===== src/uhp_defs.svh =====
// constants for the uart host port and modem pin block
`ifndef UHP_DEFS_SVH
`define UHP_DEFS_SVH
`define UHP_ADDR_IER 3'h1
`define UHP_ADDR_IIR 3'h2
`define UHP_ADDR_LCR 3'h3
`define UHP_ADDR_MCR 3'h4
`define UHP_ADDR_LSR 3'h5
`define UHP_ADDR_MSR 3'h6
`define UHP_ADDR_EFR 3'h7
`define UHP_MCR_DTR 0
`define UHP_MCR_RTS 1
`define UHP_MCR_IRQ_EN 3
`define UHP_MCR_LOOP 4
`define UHP_MCR_RS485 5
`define UHP_EFR_AUTO_RTS 6
`define UHP_IER_RX_DATA 0
`define UHP_IER_TX_EMPTY 1
`define UHP_IER_LINE 2
`define UHP_IER_MODEM 3
`define UHP_REG_RESET 8'h00
`define UHP_IIR_NONE 8'h01
`define UHP_IIR_LINE 8'h06
`define UHP_IIR_RX 8'h04
`define UHP_IIR_TX 8'h02
`define UHP_IIR_MODEM 8'h00
`endif


===== src/uhp_pkg.sv =====
// types shared by the uart host port block
package uhp_pkg;
   typedef struct packed {
      logic rd_n;
      logic wr_n;
      logic cs_n;
      logic [2:0] addr;
   } uhp_bus_s;
   typedef enum logic [1:0] {
      UHP_IDLE,
      UHP_READ,
      UHP_WRITE
   } uhp_access_e;
endpackage : uhp_pkg


===== src/uhp_host_port.sv =====
// host bus port, modem pins and interrupt pin of one uart channel
//
// Contract
// eight-bit data bus, driven only while the host reads a register
// bus bit 0 is the character lsb, first shifted on the line
// modem control bit 0 set drives dtr low; clear or reset raises it
// in rs-485 mode dtr serves as external driver direction control
// irq asserts only with mcr bit 3, enabled source and pending condition; the code also asserts it with override high and mcr bit 3 clear
// sources: line error, rx data, tx holding empty, modem status change
// reset places the interrupt output in high impedance
// override input high keeps irq driven regardless of mcr bit 3
// override low: mcr bit 3 one enables irq driver, zero floats it
// read strobe low drives the addressed register onto the bus
// write strobe low loads bus data into the addressed register
// active-high reset returns all registers and outputs to reset state
// during reset serial transmit output and receive input are disabled
// ring indicator low-to-high edge raises modem status interrupt
// modem control bit 1 set drives rts low; high after reset
// rts steers flow only when automatic rts is enabled
// loopback ignores the external rx pin and feeds tx back
// rx ready low on trigger or timeout, high when fifos empty
// host selects the channel with its chip select low during strobes
// host never asserts read and write strobes together
//
// The placing of the registers and strobed register access were decided locally.
`timescale 1ns/100ps
`default_nettype none
`include "uhp_defs.svh"
module uhp_host_port (
   // clock and reset
   input wire logic i_clock,
   input wire logic i_rst,
   // host bus pins
   input wire logic i_read_strobe_n,
   input wire logic i_write_strobe_n,
   input wire logic i_channel_select_n,
   input wire logic [2:0] i_reg_addr_bit,
   input wire logic [7:0] i_data,
   output logic [7:0] o_data,
   output logic o_data_oe_n,
   // modem and interrupt pins
   input wire logic i_ring_n,
   input wire logic i_cts_n,
   input wire logic i_dsr_n,
   input wire logic i_cd_n,
   input wire logic i_irq_drive_override,
   output logic o_dtr_n,
   output logic o_rts_n,
   output logic o_channel_irq_out,
   output logic o_channel_irq_oe_n,
   // serial path
   input wire logic i_rx,
   input wire logic i_tx_core,
   input wire logic i_rx_fifo_flow_stop,
   output logic o_tx,
   output logic o_rx_core,
   output logic o_rts_flow_active,
   // core status and rx ready
   input wire logic i_line_error,
   input wire logic i_rx_data_avail,
   input wire logic i_tx_hold_empty,
   input wire logic [7:0] i_rx_holding,
   input wire logic [7:0] i_lsr,
   input wire logic i_rx_trigger,
   input wire logic i_rx_timeout,
   input wire logic i_rx_fifo_empty,
   output logic o_rx_dma_request_n,
   output logic [7:0] o_tx_holding,
   output logic o_tx_holding_load
);
   // ********************************************************
   // pin synchronisers
   // ********************************************************
   logic [7:0] pin_async;
   logic [7:0] pin_sync;
   logic [2:0] addr_s;
   logic rd_s_n, wr_s_n, cs_s_n, ring_s_n, cts_s_n, dsr_s_n, cd_s_n;
   logic rx_s, override_s;
   logic [7:0] data_s;
   assign pin_async = {i_read_strobe_n, i_write_strobe_n, i_channel_select_n, i_ring_n,
                       i_cts_n, i_dsr_n, i_cd_n, i_rx};
   uhp_sync #(.WIDTH(8), .INIT(8'hff)) u_sync_ctl (
      .i_clock(i_clock),
      .i_rst(i_rst),
      .i_async(pin_async),
      .o_sync(pin_sync)
   );
   uhp_sync #(.WIDTH(12), .INIT(12'h000)) u_sync_data (
      .i_clock(i_clock),
      .i_rst(i_rst),
      .i_async({i_irq_drive_override, i_reg_addr_bit, i_data}),
      .o_sync({override_s, addr_s, data_s})
   );
   assign {rd_s_n, wr_s_n, cs_s_n, ring_s_n, cts_s_n, dsr_s_n, cd_s_n, rx_s} = pin_sync;

   // ********************************************************
   // strobe decode
   // ********************************************************
   uhp_pkg::uhp_bus_s bus;
   uhp_pkg::uhp_access_e access;
   logic wr_seen_reg;
   logic wr_go;
   assign bus = '{rd_n: rd_s_n, wr_n: wr_s_n, cs_n: cs_s_n, addr: addr_s};
   always_comb
   begin
      if (bus.cs_n)
         access = uhp_pkg::UHP_IDLE;
      else if (!bus.rd_n && bus.wr_n)
         access = uhp_pkg::UHP_READ;
      else if (!bus.wr_n && bus.rd_n)
         access = uhp_pkg::UHP_WRITE;
      else
         access = uhp_pkg::UHP_IDLE;
   end
   // one load per strobe: data taken on the first cycle it is seen low
   assign wr_go = (access == uhp_pkg::UHP_WRITE) && !wr_seen_reg;
   always_ff @(posedge i_clock)
   begin
      if (i_rst)
         wr_seen_reg <= 1'b0;
      else
         wr_seen_reg <= (access == uhp_pkg::UHP_WRITE);
   end

   // ********************************************************
   // registers
   // ********************************************************
   logic [7:0] mcr_reg, ier_reg, efr_reg, lcr_reg, scratch_reg;
   always_ff @(posedge i_clock)
   begin
      if (i_rst)
      begin
         mcr_reg <= `UHP_REG_RESET;
         ier_reg <= `UHP_REG_RESET;
         efr_reg <= `UHP_REG_RESET;
         lcr_reg <= `UHP_REG_RESET;
         scratch_reg <= `UHP_REG_RESET;
      end
      else if (wr_go)
      begin
         case (bus.addr)
            `UHP_ADDR_IER: ier_reg <= data_s;
            `UHP_ADDR_LCR: lcr_reg <= data_s;
            `UHP_ADDR_MCR: mcr_reg <= data_s;
            `UHP_ADDR_EFR: efr_reg <= data_s;
            `UHP_ADDR_IIR: scratch_reg <= data_s;
            default: scratch_reg <= scratch_reg;
         endcase
      end
   end
   // address zero write hands the character to the transmitter, bit 0 first on the line
   always_ff @(posedge i_clock)
   begin
      if (i_rst)
      begin
         o_tx_holding <= `UHP_REG_RESET;
         o_tx_holding_load <= 1'b0;
      end
      else
      begin
         o_tx_holding_load <= wr_go && (bus.addr == 3'h0);
         if (wr_go && (bus.addr == 3'h0))
            o_tx_holding <= data_s;
      end
   end

   // ********************************************************
   // modem status and interrupt sources
   // ********************************************************
   logic [3:0] modem_prev_reg;
   logic [3:0] modem_delta_reg;
   logic [3:0] modem_now;
   logic [3:0] modem_change;
   logic msr_read;
   assign modem_now = {~cd_s_n, ~ring_s_n, ~dsr_s_n, ~cts_s_n};
   assign msr_read = (access == uhp_pkg::UHP_READ) && (bus.addr == `UHP_ADDR_MSR);
   always_comb
   begin
      modem_change = modem_now ^ modem_prev_reg;
      // ring counts only its trailing edge: pin goes back high
      modem_change[2] = modem_prev_reg[2] && !modem_now[2];
   end
   // a change in the same cycle as the status read stays pending
   always_ff @(posedge i_clock)
   begin
      if (i_rst)
      begin
         modem_prev_reg <= 4'h0;
         modem_delta_reg <= 4'h0;
      end
      else
      begin
         modem_prev_reg <= modem_now;
         modem_delta_reg <= (msr_read ? 4'h0 : modem_delta_reg) | modem_change;
      end
   end
   logic src_line, src_rx, src_tx, src_modem, irq_pending;
   assign src_line = i_line_error && ier_reg[`UHP_IER_LINE];
   assign src_rx = i_rx_data_avail && ier_reg[`UHP_IER_RX_DATA];
   assign src_tx = i_tx_hold_empty && ier_reg[`UHP_IER_TX_EMPTY];
   assign src_modem = (|modem_delta_reg) && ier_reg[`UHP_IER_MODEM];
   assign irq_pending = src_line | src_rx | src_tx | src_modem;

   // ********************************************************
   // read path
   // ********************************************************
   logic [7:0] iir_value;
   logic [7:0] read_value;
   always_comb
   begin
      if (src_line)
         iir_value = `UHP_IIR_LINE;
      else if (src_rx)
         iir_value = `UHP_IIR_RX;
      else if (src_tx)
         iir_value = `UHP_IIR_TX;
      else if (src_modem)
         iir_value = `UHP_IIR_MODEM;
      else
         iir_value = `UHP_IIR_NONE;
   end
   always_comb
   begin
      case (bus.addr)
         3'h0: read_value = i_rx_holding;
         `UHP_ADDR_IER: read_value = ier_reg;
         `UHP_ADDR_IIR: read_value = iir_value;
         `UHP_ADDR_LCR: read_value = lcr_reg;
         `UHP_ADDR_MCR: read_value = mcr_reg;
         `UHP_ADDR_LSR: read_value = i_lsr;
         `UHP_ADDR_MSR: read_value = {modem_now, modem_delta_reg};
         `UHP_ADDR_EFR: read_value = efr_reg;
         default: read_value = `UHP_REG_RESET;
      endcase
   end
   // bus floats except during a selected read strobe
   always_ff @(posedge i_clock)
   begin
      if (i_rst)
      begin
         o_data <= `UHP_REG_RESET;
         o_data_oe_n <= 1'b1;
      end
      else
      begin
         o_data <= read_value;
         o_data_oe_n <= !(access == uhp_pkg::UHP_READ);
      end
   end

   // ********************************************************
   // modem outputs and interrupt pin
   // ********************************************************
   always_ff @(posedge i_clock)
   begin
      if (i_rst)
      begin
         o_dtr_n <= 1'b1;
         o_rts_n <= 1'b1;
      end
      else
      begin
         // rs-485 direction follows the same bit, so no separate pin logic
         o_dtr_n <= !mcr_reg[`UHP_MCR_DTR];
         o_rts_n <= !mcr_reg[`UHP_MCR_RTS];
      end
   end
   always_ff @(posedge i_clock)
   begin
      if (i_rst)
         o_rts_flow_active <= 1'b0;
      else
         o_rts_flow_active <= efr_reg[`UHP_EFR_AUTO_RTS] && !i_rx_fifo_flow_stop;
   end
   always_ff @(posedge i_clock)
   begin
      if (i_rst)
      begin
         o_channel_irq_out <= 1'b0;
         o_channel_irq_oe_n <= 1'b1;
      end
      else
      begin
         o_channel_irq_out <= irq_pending && (mcr_reg[`UHP_MCR_IRQ_EN] || override_s);
         o_channel_irq_oe_n <= !(override_s || mcr_reg[`UHP_MCR_IRQ_EN]);
      end
   end

   // ********************************************************
   // serial steering and rx ready
   // ********************************************************
   always_ff @(posedge i_clock)
   begin
      if (i_rst)
      begin
         o_tx <= 1'b1;
         o_rx_core <= 1'b1;
      end
      else if (mcr_reg[`UHP_MCR_LOOP])
      begin
         o_tx <= 1'b1;
         o_rx_core <= i_tx_core;
      end
      else
      begin
         o_tx <= i_tx_core;
         o_rx_core <= rx_s;
      end
   end
   // low on trigger or timeout, held until the fifo drains
   always_ff @(posedge i_clock)
   begin
      if (i_rst)
         o_rx_dma_request_n <= 1'b1;
      else if (i_rx_trigger || i_rx_timeout)
         o_rx_dma_request_n <= 1'b0;
      else if (i_rx_fifo_empty)
         o_rx_dma_request_n <= 1'b1;
   end
endmodule : uhp_host_port
`default_nettype wire


===== src/uhp_sync.sv =====
// two-stage synchroniser with a reset value
`timescale 1ns/100ps
`default_nettype none
module uhp_sync #(
   parameter int WIDTH = 1,
   parameter logic [WIDTH-1:0] INIT = '0
) (
   input wire logic i_clock,
   input wire logic i_rst,
   input wire logic [WIDTH-1:0] i_async,
   output logic [WIDTH-1:0] o_sync
);
   logic [WIDTH-1:0] stage1_reg;
   always_ff @(posedge i_clock)
   begin
      if (i_rst)
      begin
         stage1_reg <= INIT;
         o_sync <= INIT;
      end
      else
      begin
         stage1_reg <= i_async;
         o_sync <= stage1_reg;
      end
   end
endmodule : uhp_sync
`default_nettype wire


===== config.mk =====
export PLATFORM = sky130hd
export DESIGN_NAME = uhp_host_port
export DESIGN_NICKNAME = d
export VERILOG_FILES = /design/src/uhp_pkg.sv /design/src/uhp_host_port.sv /design/src/uhp_sync.sv
export VERILOG_INCLUDE_DIRS = /design/src
export SDC_FILE = /design/constraint.sdc
export NUM_CORES = 1
export LEC_CHECK = 0
export BUFFER_PORTS_ARGS = -buffer_cell sky130_fd_sc_hd__buf_4
export CELL_PAD_IN_SITES_DETAIL_PLACEMENT = 0
export CELL_PAD_IN_SITES_GLOBAL_PLACEMENT = 1
export CORE_AREA = 2 2 117 119
export CTS_CLUSTER_SIZE = 20
export DETAILED_ROUTE_END_ITERATION = 12
export DIE_AREA = 0 0 119 121
export PLACE_DENSITY = 0.7
export SETUP_SLACK_MARGIN = 0.1
export SYNTH_ARGS = -nofsm -noshare
export SYNTH_HDL_FRONTEND = slang
export SYNTH_SLANG_ARGS = --single-unit

===== constraint.sdc =====
create_clock -name i_clock -period 1.62 [get_ports i_clock]
set_clock_uncertainty 0.05 [all_clocks]
set_input_delay 0.243 -clock i_clock [delete_from_list [all_inputs] [get_ports i_clock]]
set_output_delay 0.243 -clock i_clock [all_outputs]
set_load 0.01 [all_outputs]

==> results of run 1 <==
[timing repair]
action | CTS | global route
setup endpoints to repair | 31 | 38
setup buffers | 2 | 3
resized for setup | 15 | 8
hold buffers | 1 | 0
pin swaps | 1 | 1
hold endpoints to repair | 1 | 0
gates cloned | 1 | 0
[stage by stage]
| stage | instances | utilization, % | cell area, µm² |
|---|---|---|---|
| final | 640 | 39.3 | 5140 |
| after global routing | 640 | 39.3 | 5140 |
| after detailed placement | 617 | 35.7 | 4670 |
| after CTS | 637 | 38.9 | 5090 |
| after floorplan | 378 | - | 3870 |
| after global placement | 617 | 35.7 | 4670 |
[metal layers]
metal	GRT usage, %	up-vias	part of all wire (%)
li1	-	1430	-
met1	16.9	1323	47
met3	3.01	11	4.9
met5	0	-	0
met2	20.7	74	46
met4	4.76	0	1.7
[cell families after synthesis]
logic type,Yosys count
compound gates,46
xor+xnor,3
buf+inv,34
flops,107
mux,50
simple gates,138
[power breakdown]
part	internal [W]	switching, W	total [W]
Sequential	0.00271	0.0000430	0.00275
Combinational	0.000210	0.000168	0.000378
Clock	0.00121	0.000981	0.00219
Total	0.00412	0.00119	0.00532
[worst max path at each step]
stage                           start         endpoint  cells after the start
2_1_floorplan   u_sync_data.o_sync[8]  o_tx_holding[0]                      7
3_3_place_gp   u_sync_data.o_sync[10]        o_data[6]                      5
3_5_place_dp   u_sync_data.o_sync[10]        o_data[7]                      5
4_1_cts                   wr_seen_reg       lcr_reg[2]                      6
5_1_grt                   wr_seen_reg       lcr_reg[7]                      6
6_report                  wr_seen_reg       lcr_reg[2]                      6
[cells in the final DEF (no fill, tap or decap), types with 3 or more instances in the layout]
cell / n
sky130_fd_sc_hd__mux2i_1: 46
sky130_fd_sc_hd__nand3b_1: 3
sky130_fd_sc_hd__nor2_1: 60
sky130_fd_sc_hd__nor3b_1: 4
sky130_fd_sc_hd__dfxtp_1: 101
sky130_fd_sc_hd__o22ai_1: 3
sky130_fd_sc_hd__dfxtp_2: 5
sky130_fd_sc_hd__o21ai_0: 12
sky130_fd_sc_hd__buf_4: 82
sky130_fd_sc_hd__a21oi_1: 12
sky130_fd_sc_hd__clkbuf_16: 9
sky130_fd_sc_hd__buf_6: 5
sky130_fd_sc_hd__xnor2_1: 3
sky130_fd_sc_hd__a221oi_1: 3
sky130_fd_sc_hd__a222oi_1: 3
sky130_fd_sc_hd__inv_1: 10
sky130_fd_sc_hd__or2_2: 16
sky130_fd_sc_hd__nand2b_1: 4
sky130_fd_sc_hd__buf_12: 4
sky130_fd_sc_hd__nor2b_1: 27
sky130_fd_sc_hd__nand2_1: 8
sky130_fd_sc_hd__o2bb2ai_1: 4
[final cells by class]
class                           count  area, µm²  area share (%)
Timing Repair Buffer               93        795            15.5
Inverter                           11       41.3           0.803
Multi-Input combinational cell    237       1630            31.8
Tap cell                          176        220            4.28
Clock inverter                      7       73.8            1.44
Sequential cell                   107       2150            41.9
Clock buffer                        9        225            4.38
[worst max-delay path: cells and delay by family (launching register included)]
kind,cells,cell delay [ns]
buffers and inverters,2,0.35
DFF,1,0.33
muxes,1,0.14
and+or+nand+nor,3,0.51
==> results summary, run 1 <==
sky130_fd_sc_hd__dfxtp_1 is the most common cell in the netlist. The mean cell area of the mapped netlist came out at 10.2 µm². In the routed layout, each cell is associated on average with a via count of 4.43. The type of the worst setup path is flop to flop. The maximum buffer depth of the clock tree came out at 2. TritonCTS built the clock tree. The critical path goes through nor4b_4 -> buf_6 -> nand4b_1 -> buf_6 -> mux2i_1 -> nor2_1.

The sort of element at the start of the critical path is a flop. The register bit total from synthesis came out at 107. The hold slack is 0.0325 ns. The synthesized netlist devotes 19.0% of its cell area to simple gates.

The residual DRC count came out at 0. The iteration count of the initial detailed-routing pass came out at 4. The worst relative slew slack is 58.3%.

The maximum ir drop on the vdd rail is 488 µV. Global routing finished with a remaining overflow of 0. The final hold violation count came out at 0. The half-perimeter wire length of the detailed placement result came out at 6320 µm. The post-route setup TNS is 0 ns. After synthesis, the largest family of logic cells by area is simple AND/OR/NAND/NOR gates. At the worst endpoint, the required time is 1.77 ns. Setup violations remaining at the end of the flow were counted as 0.

Entering global routing, the biggest net connects 64 pins. The total clock sinks is 107. The measured slew at the worst slew-check pin came out at 0.626 ns. The count of flip-flops with a built-in enable after synthesis came out at 0.

The delay contributed by the slowest stage of the critical path came out at 0.33 ns. The site row count is 42. Clock tree synthesis selected as its root buffer the cell sky130_fd_sc_hd__clkbuf_16. The cell with the largest stage delay on the worst path is sky130_fd_sc_hd__dfxtp_2. The final antenna-violating net count is 0. The number of I/O port buffers came out at 71.

After synthesis, the share of flip-flops with an asynchronous set or reset is 0%. The clock period minus final worst setup slack is 1.52 ns. 0 antenna diodes ended up in the layout.

For this run, the leading register cell type out of synthesis is sky130_fd_sc_hd__dfxtp_1. The clock buffer count from CTS is 9. The final estimated routing congestion in global placement came out at 0.844. sky130_fd_sc_hd__dfxtp_1 takes more of the synthesized area than any other cell. The global-route wire length before repair is 14400 µm. The fraction of the mapped netlist area in adder cells is 0%. The parity-gate share of the synthesized area counting xor and xnor cells came out at 0.680%. The origin of the worst min-delay path is i_write_strobe_n. The worst min-delay path class is primary input to flop. The via count of the first global-routing pass came out at 2822. Once the floorplan was initialized, standard cells occupied 29.5% of the core. The most common cell type on the critical path is sky130_fd_sc_hd__buf_6. The initial detailed-routing violation count is 97. The clock reaches the later pin of the worst-skew pair after 0.34 ns. At the placement stage, the worst setup path has a slack of 0.0178 ns. The final layout net count came out at 505.

The Yosys step of the flow raised 0 warnings. The H-tree was split into 3 levels. In this run the critical register-to-register path is captured at lcr_reg[2]. The number of filler instances in the final layout is 1268. The post-detailed-route wirelength per cell is 14.0 µm. The sequential area share after synthesis is 55.4%. The total nets after synthesis came out at 424. Setup repair after global routing could not meet its margin everywhere. The endpoint class of the critical path is a flop.

The proportion of synthesized area in mux cells came out at 13.3%. The post-synthesis cell type count came out at 39. Clock-pin slew was measured on the worst setup and hold paths at 0.07 ns. Max-cap violations in this run came to 0.

Synthesis produced 378 cells. The highest fanout seen on the critical path came out at 5. Measured along the y axis, the die boundary spans 121 µm. The overall power consumption is 0.00532 W.

The compound-cell area share of the yosys netlist came out at 7.73%. The overall routed net length came out at 8950 µm. Pin placement for this block handled 72 I/O pins. The number of antenna violations at the first check in global routing came out at 0. The cell area that synthesis handed to floorplanning was 0.00387 mm².

Dividing total power by cell area gives a power density of 1030 mW/mm². Summed over all cells, the static leakage comes to 2.30 nW. Of the available clock period, the critical path in the final layout requires 93.8%.

The area of the die came out at 0.0144 mm². The number of max-slew violations in the final report is 0. The worst register-to-register path has a depth of 6. Based on the critical path, the design can be clocked at up to 658 MHz. The number of cells traversed by the worst hold path came out at 2.

The worst hold path terminates at u_sync_ctl.stage1_reg[6]. The core region is 0.0131 mm². The total track usage came out at 12.9%. In this run the critical register-to-register path is launched from wr_seen_reg. The via count of the routed design is 2838. Compared with the post-synthesis result, the final layout area differs by 32.9%. Cells with a size suffix above 1 make up 30.8% of the layout. The flow ran to the end, and the final reports show no timing, DRC or antenna violations.

In this run the biggest area consumer among cell types represents 55.4% of the synthesized area. For the worst setup path, the data arrival time is 1.67 ns. In the post-synthesis netlist, the biggest area contributors are sky130_fd_sc_hd__dfxtp_1 55%, sky130_fd_sc_hd__mux2i_1 13%, sky130_fd_sc_hd__nor2_1 5.9%. The flop-to-flop setup slack is 0.10 ns. In this run the horizontal extent of the chip is 119 µm.

After synthesis, the most frequently instantiated cells are 107 x sky130_fd_sc_hd__dfxtp_1, 61 x sky130_fd_sc_hd__nor2_1, 49 x sky130_fd_sc_hd__mux2i_1. The worst path meets setup with 0.101 ns of slack.
No activity file was read; power rests on OpenSTA's default activity.
==> inputs of run 2 (changes only) <==
ABC_AREA = 1   (was not set)
CORE_AREA = 2 2 119 121   (was 2 2 117 119)
DIE_AREA = 0 0 121 123   (was 0 0 119 121)
PLACE_DENSITY = 0.73   (was 0.7)
==> results summary, run 2 <==
The via count of the first global-routing pass is 3263 (+16%). The leakage power summed over all cells is 2.54 nW (+10%). The proportion of synthesized flip-flops having asynchronous set or reset came out at 0% (unchanged).

The flow ran to the end, and the final reports show no timing, DRC or antenna violations. The global-route wire length before repair was 16300 µm (+13%). The number of endpoints failing setup at the final stage is 0 (unchanged).

The pre-CTS setup slack is 0.0000556 ns (-0.0177 ns). The final hold violation count came to 0 (unchanged). The clock buffer count from CTS is 9 (unchanged). Setup repair after global routing left no endpoint under its margin. The number of cells produced by synthesis is 500 (+32%).

The initial core utilization is 29.4% (-0.11 points). The post-detailed-route wirelength per cell is 13.3 µm (-5.3%). The number of max-cap violations came out at 0 (unchanged).

The die extent in y came out at 123 µm (+1.7%). The number of max-slew violations in the final report came out at 0 (unchanged). By instance count, the leading cell after synthesis is sky130_fd_sc_hd__nor2_1. The worst setup path is captured at a flop. The origin of the worst min-delay path is i_rx_timeout.

The share of Yosys cell area claimed by the top area cell type came out at 53.5% (-1.9 points). The startpoint identified for the worst register-to-register timing path is u_sync_data.o_sync[10]. The clock insertion delay at the later pin of the skew report was 0.35 ns (about the same).

The final critical-path setup slack is 0.184 ns (+0.0829 ns). The sequential area share after synthesis came out at 53.5% (-1.9 points). The final estimated routing congestion in global placement is 0.891 (+5.5%).

The area of the die came out at 0.0149 mm² (+3.4%). The total track usage came out at 14.2% (+1.3 points). Leaving out fill and tap cells, the most frequent cells in the layout are 138 x sky130_fd_sc_hd__nor2_1, 104 x sky130_fd_sc_hd__dfxtp_1, 85 x sky130_fd_sc_hd__buf_4. The synthesis-to-layout area growth is 29.2%. The via count of the routed design is 3299 (+16%).

The power density over cell area is 1050 mW/mm² (+1.5%). The maximum ir drop on the vdd rail is 586 µV (+20%). The fraction of layout instances using a drive strength above 1 came out at 25.2% (-5.6 points).

The critical path data arrival time came out at 1.65 ns (-0.02 ns). The most used flip-flop cell after synthesis is sky130_fd_sc_hd__dfxtp_1. The worst relative slew slack is 77.5% (+19 points). The core region area is 0.0136 mm² (+4.0%). The final antenna diode count came out at 0 (unchanged).

The x dimension of the die came out at 121 µm (+1.7%). The I/O pin count came to 72 (unchanged). The cell area after synthesis is 0.00401 mm² (+3.6%). The final antenna-violating net count came out at 0 (unchanged).

The measured slew at the worst slew-check pin came to 0.336 ns (-0.290 ns). The clock slew seen by the registers of the worst setup and hold paths came to 0.07 ns (about the same). STA classifies the critical path startpoint as a flop.

The number of filler instances in the final layout came out at 1410 (+11%). The H-tree level count was 3 (unchanged). The post-route setup TNS is 0 ns (unchanged). The final layout net count came out at 628 (+24%).

The highest fanout seen on the critical path came out at 6 (+1). The ratio of routed vias to standard cells is 4.30 (-3.0%). The clock tree from TritonCTS is yes. The critical path starts at u_sync_data.o_sync[10]. The mean cell area of the mapped netlist came out at 8.01 µm² (-22%). The biggest area contributor in the post-synthesis netlist is sky130_fd_sc_hd__dfxtp_1. By count the netlist is led by 138 x sky130_fd_sc_hd__nor2_1, 107 x sky130_fd_sc_hd__dfxtp_1, 50 x sky130_fd_sc_hd__inv_1.

The post-synthesis cell type count came to 30 (-23%). The post-route clock period utilization is 88.7% (-5.1 points). The maximum buffer depth of the clock tree came out at 2 (unchanged).

The initial detailed-routing violation count came out at 130 (+34%). The tree is rooted in a sky130_fd_sc_hd__clkbuf_16. The library cell used most frequently in the layout, excluding fill and tap cells, is sky130_fd_sc_hd__nor2_1. The iteration count of the initial detailed-routing pass is 4 (unchanged). The site row count is 43 (+2.4%). The register bit total from synthesis is 107 (unchanged). The total nets after synthesis is 546 (+29%). The critical path is of the flop to flop type. The number of antenna violations at the first check in global routing is 0 (unchanged).

The clock period minus final worst setup slack is 1.44 ns (-0.0829 ns). The overall routed net length is 10200 µm (+14%). The total of warnings raised by yosys came out at 0 (unchanged).

The required arrival time at the worst endpoint came out at 1.83 ns (+0.06 ns). The overall power consumption is 0.00543 W (+2.2%). The maximum clock rate is 696 MHz (+5.8%). The maximum number of pins on one net before global-route repair is 55 (-14%).

The number of I/O port buffers came to 71 (unchanged). The count of flip-flops with a built-in enable after synthesis is 0 (unchanged). The total clock sinks came out at 107 (unchanged). The half-perimeter wire length of the detailed placement result was 7510 µm (+19%). Sorting the synthesized cells by area gives the leading types as sky130_fd_sc_hd__dfxtp_1 53%, sky130_fd_sc_hd__nor2_1 13%, sky130_fd_sc_hd__o21ai_1 5.6%. The overflow left after global routing was 0 (unchanged). The residual DRC count came out at 0 (unchanged). The worst min-delay path class is primary input to flop.
-- run 2: final cells by class --
class / instances / area [µm²] / area share (%)
Sequential cell: 107 / 2150 / 41.5
Timing Repair Buffer: 89 / 708 / 13.7
Tap cell: 180 / 225 / 4.35
Clock buffer: 10 / 229 / 4.42
Inverter: 61 / 231 / 4.47
Multi-Input combinational cell: 314 / 1550 / 29.9
Clock inverter: 6 / 87.6 / 1.69
-- run 2: critical path: stages, from the launching register on --
cell and delay (ns):
sky130_fd_sc_hd__dfxtp_2 0.43, sky130_fd_sc_hd__buf_4 0.18, sky130_fd_sc_hd__nand3_1 0.18, sky130_fd_sc_hd__o21ai_0 0.25, sky130_fd_sc_hd__nor2_1 0.08, sky130_fd_sc_hd__a21oi_1 0.18
-- run 2: logic make-up (layout without fill, tap and decap cells) --
kind of cell | after synthesis | count (layout) | share of synthesized area [%]
flops | 107 | 107 | 53.5
xor+xnor | 3 | 3 | 0.656
compound gates | 74 | 74 | 9.37
simple gates | 237 | 237 | 28.4
buf+inv | 79 | 166 | 8.12
-- run 2: power breakdown --
| group | switching [W] | internal [W] |
|---|---|---|
| registers | 0.0000540 | 0.00271 |
| clock network | 0.000949 | 0.00136 |
| logic | 0.000179 | 0.000182 |
| total | 0.00118 | 0.00425 |
-- run 2: final timing paths --
path | end | slack (ns) | depth (start not counted)
max | o_data[5] | 0.18 | 5
min | o_rx_dma_request_n | 0.03 | 2
max reg2reg | o_data[5] | 0.18 | 5
min reg2reg | u_sync_data.o_sync[10] | 0.35 | 2
-- run 2: timing repair --
item | CTS | global route
pin swaps | 0 | 4
hold buffers | 1 | 0
gates resized for setup | 3 | 3
setup buffers | 2 | 4
setup endpoints to repair | 29 | 43
endpoints found under the hold margin | 1 | 0
-- run 2: layer usage --
metal | wire [µm] | up-vias | track usage [%]
li1 | - | 1732 | -
met1 | 4620 | 1468 | 18.4
met2 | 4750 | 82 | 22.9
met3 | 517 | 17 | 2.63
met4 | 280 | 0 | 6.69
met5 | 0 | - | 0
-- run 2: per-stage QoR --
step | util (%) | hold WS [ns] | instance area (µm²) | std cells
2_1_floorplan | - | 0.271 | 4010 | 500
3_3_place_gp | 35.0 | 0.346 | 4770 | 744
3_5_place_dp | 35.0 | 0.343 | 4770 | 744
4_1_cts | 37.6 | 0.0175 | 5110 | 763
5_1_grt | 38.0 | 0.0198 | 5180 | 767
6_report | 38.0 | 0.0263 | 5180 | 767
==> inputs of run 3 (changes only) <==
CELL_PAD_IN_SITES_DETAIL_PLACEMENT = 1   (was 0)
==> results summary, run 3 (synthesis gave the netlist of run 2 again) <==
The post-route setup TNS came out at 0 ns (unchanged). The maximum clock rate is 695 MHz (-0.15%). The core region area came out at 0.0136 mm² (unchanged). The I/O pin count is 72 (unchanged). The maximum buffer depth of the clock tree came out at 2 (unchanged). The via count of the routed design is 3372 (+2.2%). The site row count is 43 (unchanged). The leakage power summed over all cells is 2.51 nW (-1.0%). The worst relative slew slack is 76.5% (-1.0 points). The synthesis-to-layout area growth is 28.0%. The hold slack came out at 0.0208 ns (-0.00559 ns).

The maximum ir drop on the vdd rail is 524 µV (-11%). The worst setup path is of the flop to flop kind. The share of the core filled with cells in the final layout is 37.7% (-0.35 points). The clock insertion delay at the later pin of the skew report is 0.35 ns (about the same). The half-perimeter wire length of the detailed placement result is 8130 µm (+8.2%). The total clock sinks came out at 107 (unchanged). The number of I/O port buffers is 71 (unchanged).

The clock buffer count from CTS came out at 9 (unchanged). The power density over cell area is 1070 mW/mm² (+1.7%). The final antenna-violating net count came out at 0 (unchanged). The post-detailed-route wirelength per cell is 14.6 µm (+10%).

The post-detailed-placement cell area is 0.00477 mm² (unchanged). The required arrival time at the worst endpoint came out at 1.84 ns (about the same). The x dimension of the die came out at 121 µm (unchanged). The critical path data arrival time is 1.66 ns (about the same). For hold timing, the worst endpoint is o_rx_dma_request_n. The worst setup path is launched from a flop. The area of the die is 0.0149 mm² (unchanged). The run finished with clean final reports. The iteration count of the initial detailed-routing pass is 6 (+2).

The most common cell after layout, fill and taps aside is sky130_fd_sc_hd__nor2_1. The overflow left after global routing is 0 (unchanged). The library cells used most frequently in the layout, excluding fill and tap cells, are 138 x sky130_fd_sc_hd__nor2_1, 104 x sky130_fd_sc_hd__dfxtp_1, 81 x sky130_fd_sc_hd__buf_4. The global-route wire length before repair came out at 17700 µm (+8.8%). The highest fanout seen on the critical path is 6 (unchanged). STA classifies the critical path endpoint as a flop.

The final hold violation count came out at 0 (unchanged). The final estimated routing congestion in global placement came out at 0.891 (unchanged). The clock slew seen by the registers of the worst setup and hold paths is 0.07 ns (about the same).

The number of antenna violations at the first check in global routing came out at 0 (unchanged). The number of max-cap violations was 0 (unchanged). The tree is rooted in a sky130_fd_sc_hd__clkbuf_16. The final antenna diode count came to 0 (unchanged).

The min-delay analysis places its worst path in the category primary input to flop. The startpoint identified for the worst hold timing path is i_rx_trigger. The residual DRC count is 0 (unchanged).

Setup repair after global routing left no endpoint under its margin. The final layout net count was 623 (-0.80%). The number of endpoints failing setup at the final stage is 0 (unchanged).

The maximum number of pins on one net before global-route repair came out at 55 (unchanged). The fraction of layout instances using a drive strength above 1 came to 24.6% (-0.64 points). The ratio of routed vias to standard cells was 4.43 (+2.9%). The flop-to-flop setup slack came to 0.18 ns (about the same). The initial core utilization is 29.4% (unchanged). The initial detailed-routing violation count is 154 (+18%). The number of max-slew violations in the final report came out at 0 (unchanged). The number of cells traversed by the worst hold path is 2 (unchanged).

The post-route clock period utilization came to 88.8% (+0.14 points). The clock period minus final worst setup slack was 1.44 ns (+0.00221 ns). The total track usage came out at 15.5% (+1.3 points). The overall routed net length came out at 11200 µm (+9.8%). The multi-input logic area came out at 0.00155 mm² (unchanged). TritonCTS built the clock tree. The die extent in y is 123 µm (unchanged). The final design instance area without fill came to 0.00513 mm² (-0.92%). The area occupied by registers came out at 0.00215 mm² (unchanged). In this run the critical register-to-register path is launched from u_sync_data.o_sync[10].

The worst register-to-register path ends at o_data[5]. The via count of the first global-routing pass came out at 3521 (+7.9%). The number of cell instances on the worst register-to-register path came out at 5 (unchanged). The measured slew at the worst slew-check pin came to 0.352 ns (+0.0155 ns).

The H-tree level count came out at 3 (unchanged). The number of filler instances in the final layout came to 1630 (+16%).
[run 3: cell types whose count changed in the layout (fill, tap and decap cells not counted), sizes merged]
cell  previous run  this run
buf             88        83
[run 3: cell type report]
cell class	instances	area share, %
Timing Repair Buffer	84	12.8
Clock buffer	10	4.46
Inverter	61	4.56
Multi-Input combinational cell	314	30.2
Tap cell	180	4.39
Sequential cell	107	41.9
Clock inverter	6	1.71
[run 3: what timing repair did]
item	4_1_cts	5_1_grt
gates resized for setup	3	4
buffers inserted	1	0
pin swaps	1	1
hold buffers	1	0
endpoints found under the hold margin	1	0
endpoints found under the setup margin	40	23
[run 3: worst max-delay path, cell delays in order, from the launching register on]
cell and delay [ns]:
sky130_fd_sc_hd__dfxtp_2 0.45, sky130_fd_sc_hd__buf_4 0.19, sky130_fd_sc_hd__nand3_1 0.18, sky130_fd_sc_hd__o21ai_0 0.24, sky130_fd_sc_hd__nor2_1 0.08, sky130_fd_sc_hd__a21oi_1 0.18
[run 3: report_power, final]
part           switching [W]  leakage [nW]  total (W)  internal [W]
Sequential         0.0000569         0.877    0.00277       0.00271
Clock               0.000986         0.157    0.00235       0.00136
Combinational       0.000185          1.48   0.000365      0.000180
Total                0.00123          2.51    0.00548       0.00425
[run 3: worst max-delay path by stage]
stage                            from              end  depth (start not counted)
2_1_floorplan  u_sync_data.o_sync[10]       lcr_reg[0]                          8
3_3_place_gp    u_sync_data.o_sync[8]        o_data[5]                          5
3_5_place_dp    u_sync_data.o_sync[8]        o_data[5]                          5
4_1_cts         u_sync_data.o_sync[8]  o_tx_holding[2]                          6
5_1_grt        u_sync_data.o_sync[10]       lcr_reg[0]                          7
6_report       u_sync_data.o_sync[10]        o_data[5]                          5
[run 3: layer usage]
metal | vias up | global-route usage, % | part of all wire [%]
li1 | 1713 | - | -
met2 | 86 | 25.6 | 46
met5 | - | 0 | 0
met1 | 1548 | 18.8 | 46
met4 | 0 | 8.87 | 3.8
met3 | 25 | 3.32 | 4.3
[run 3: per-stage QoR]
stage          power, W  cells  setup WS (ns)
6_report        0.00548    762          0.181
5_1_grt         0.00567    762          0.106
4_1_cts         0.00553    762          0.118
3_5_place_dp    0.00319    744         0.0120
3_3_place_gp    0.00318    744         0.0535
2_1_floorplan   0.00299    500          0.322
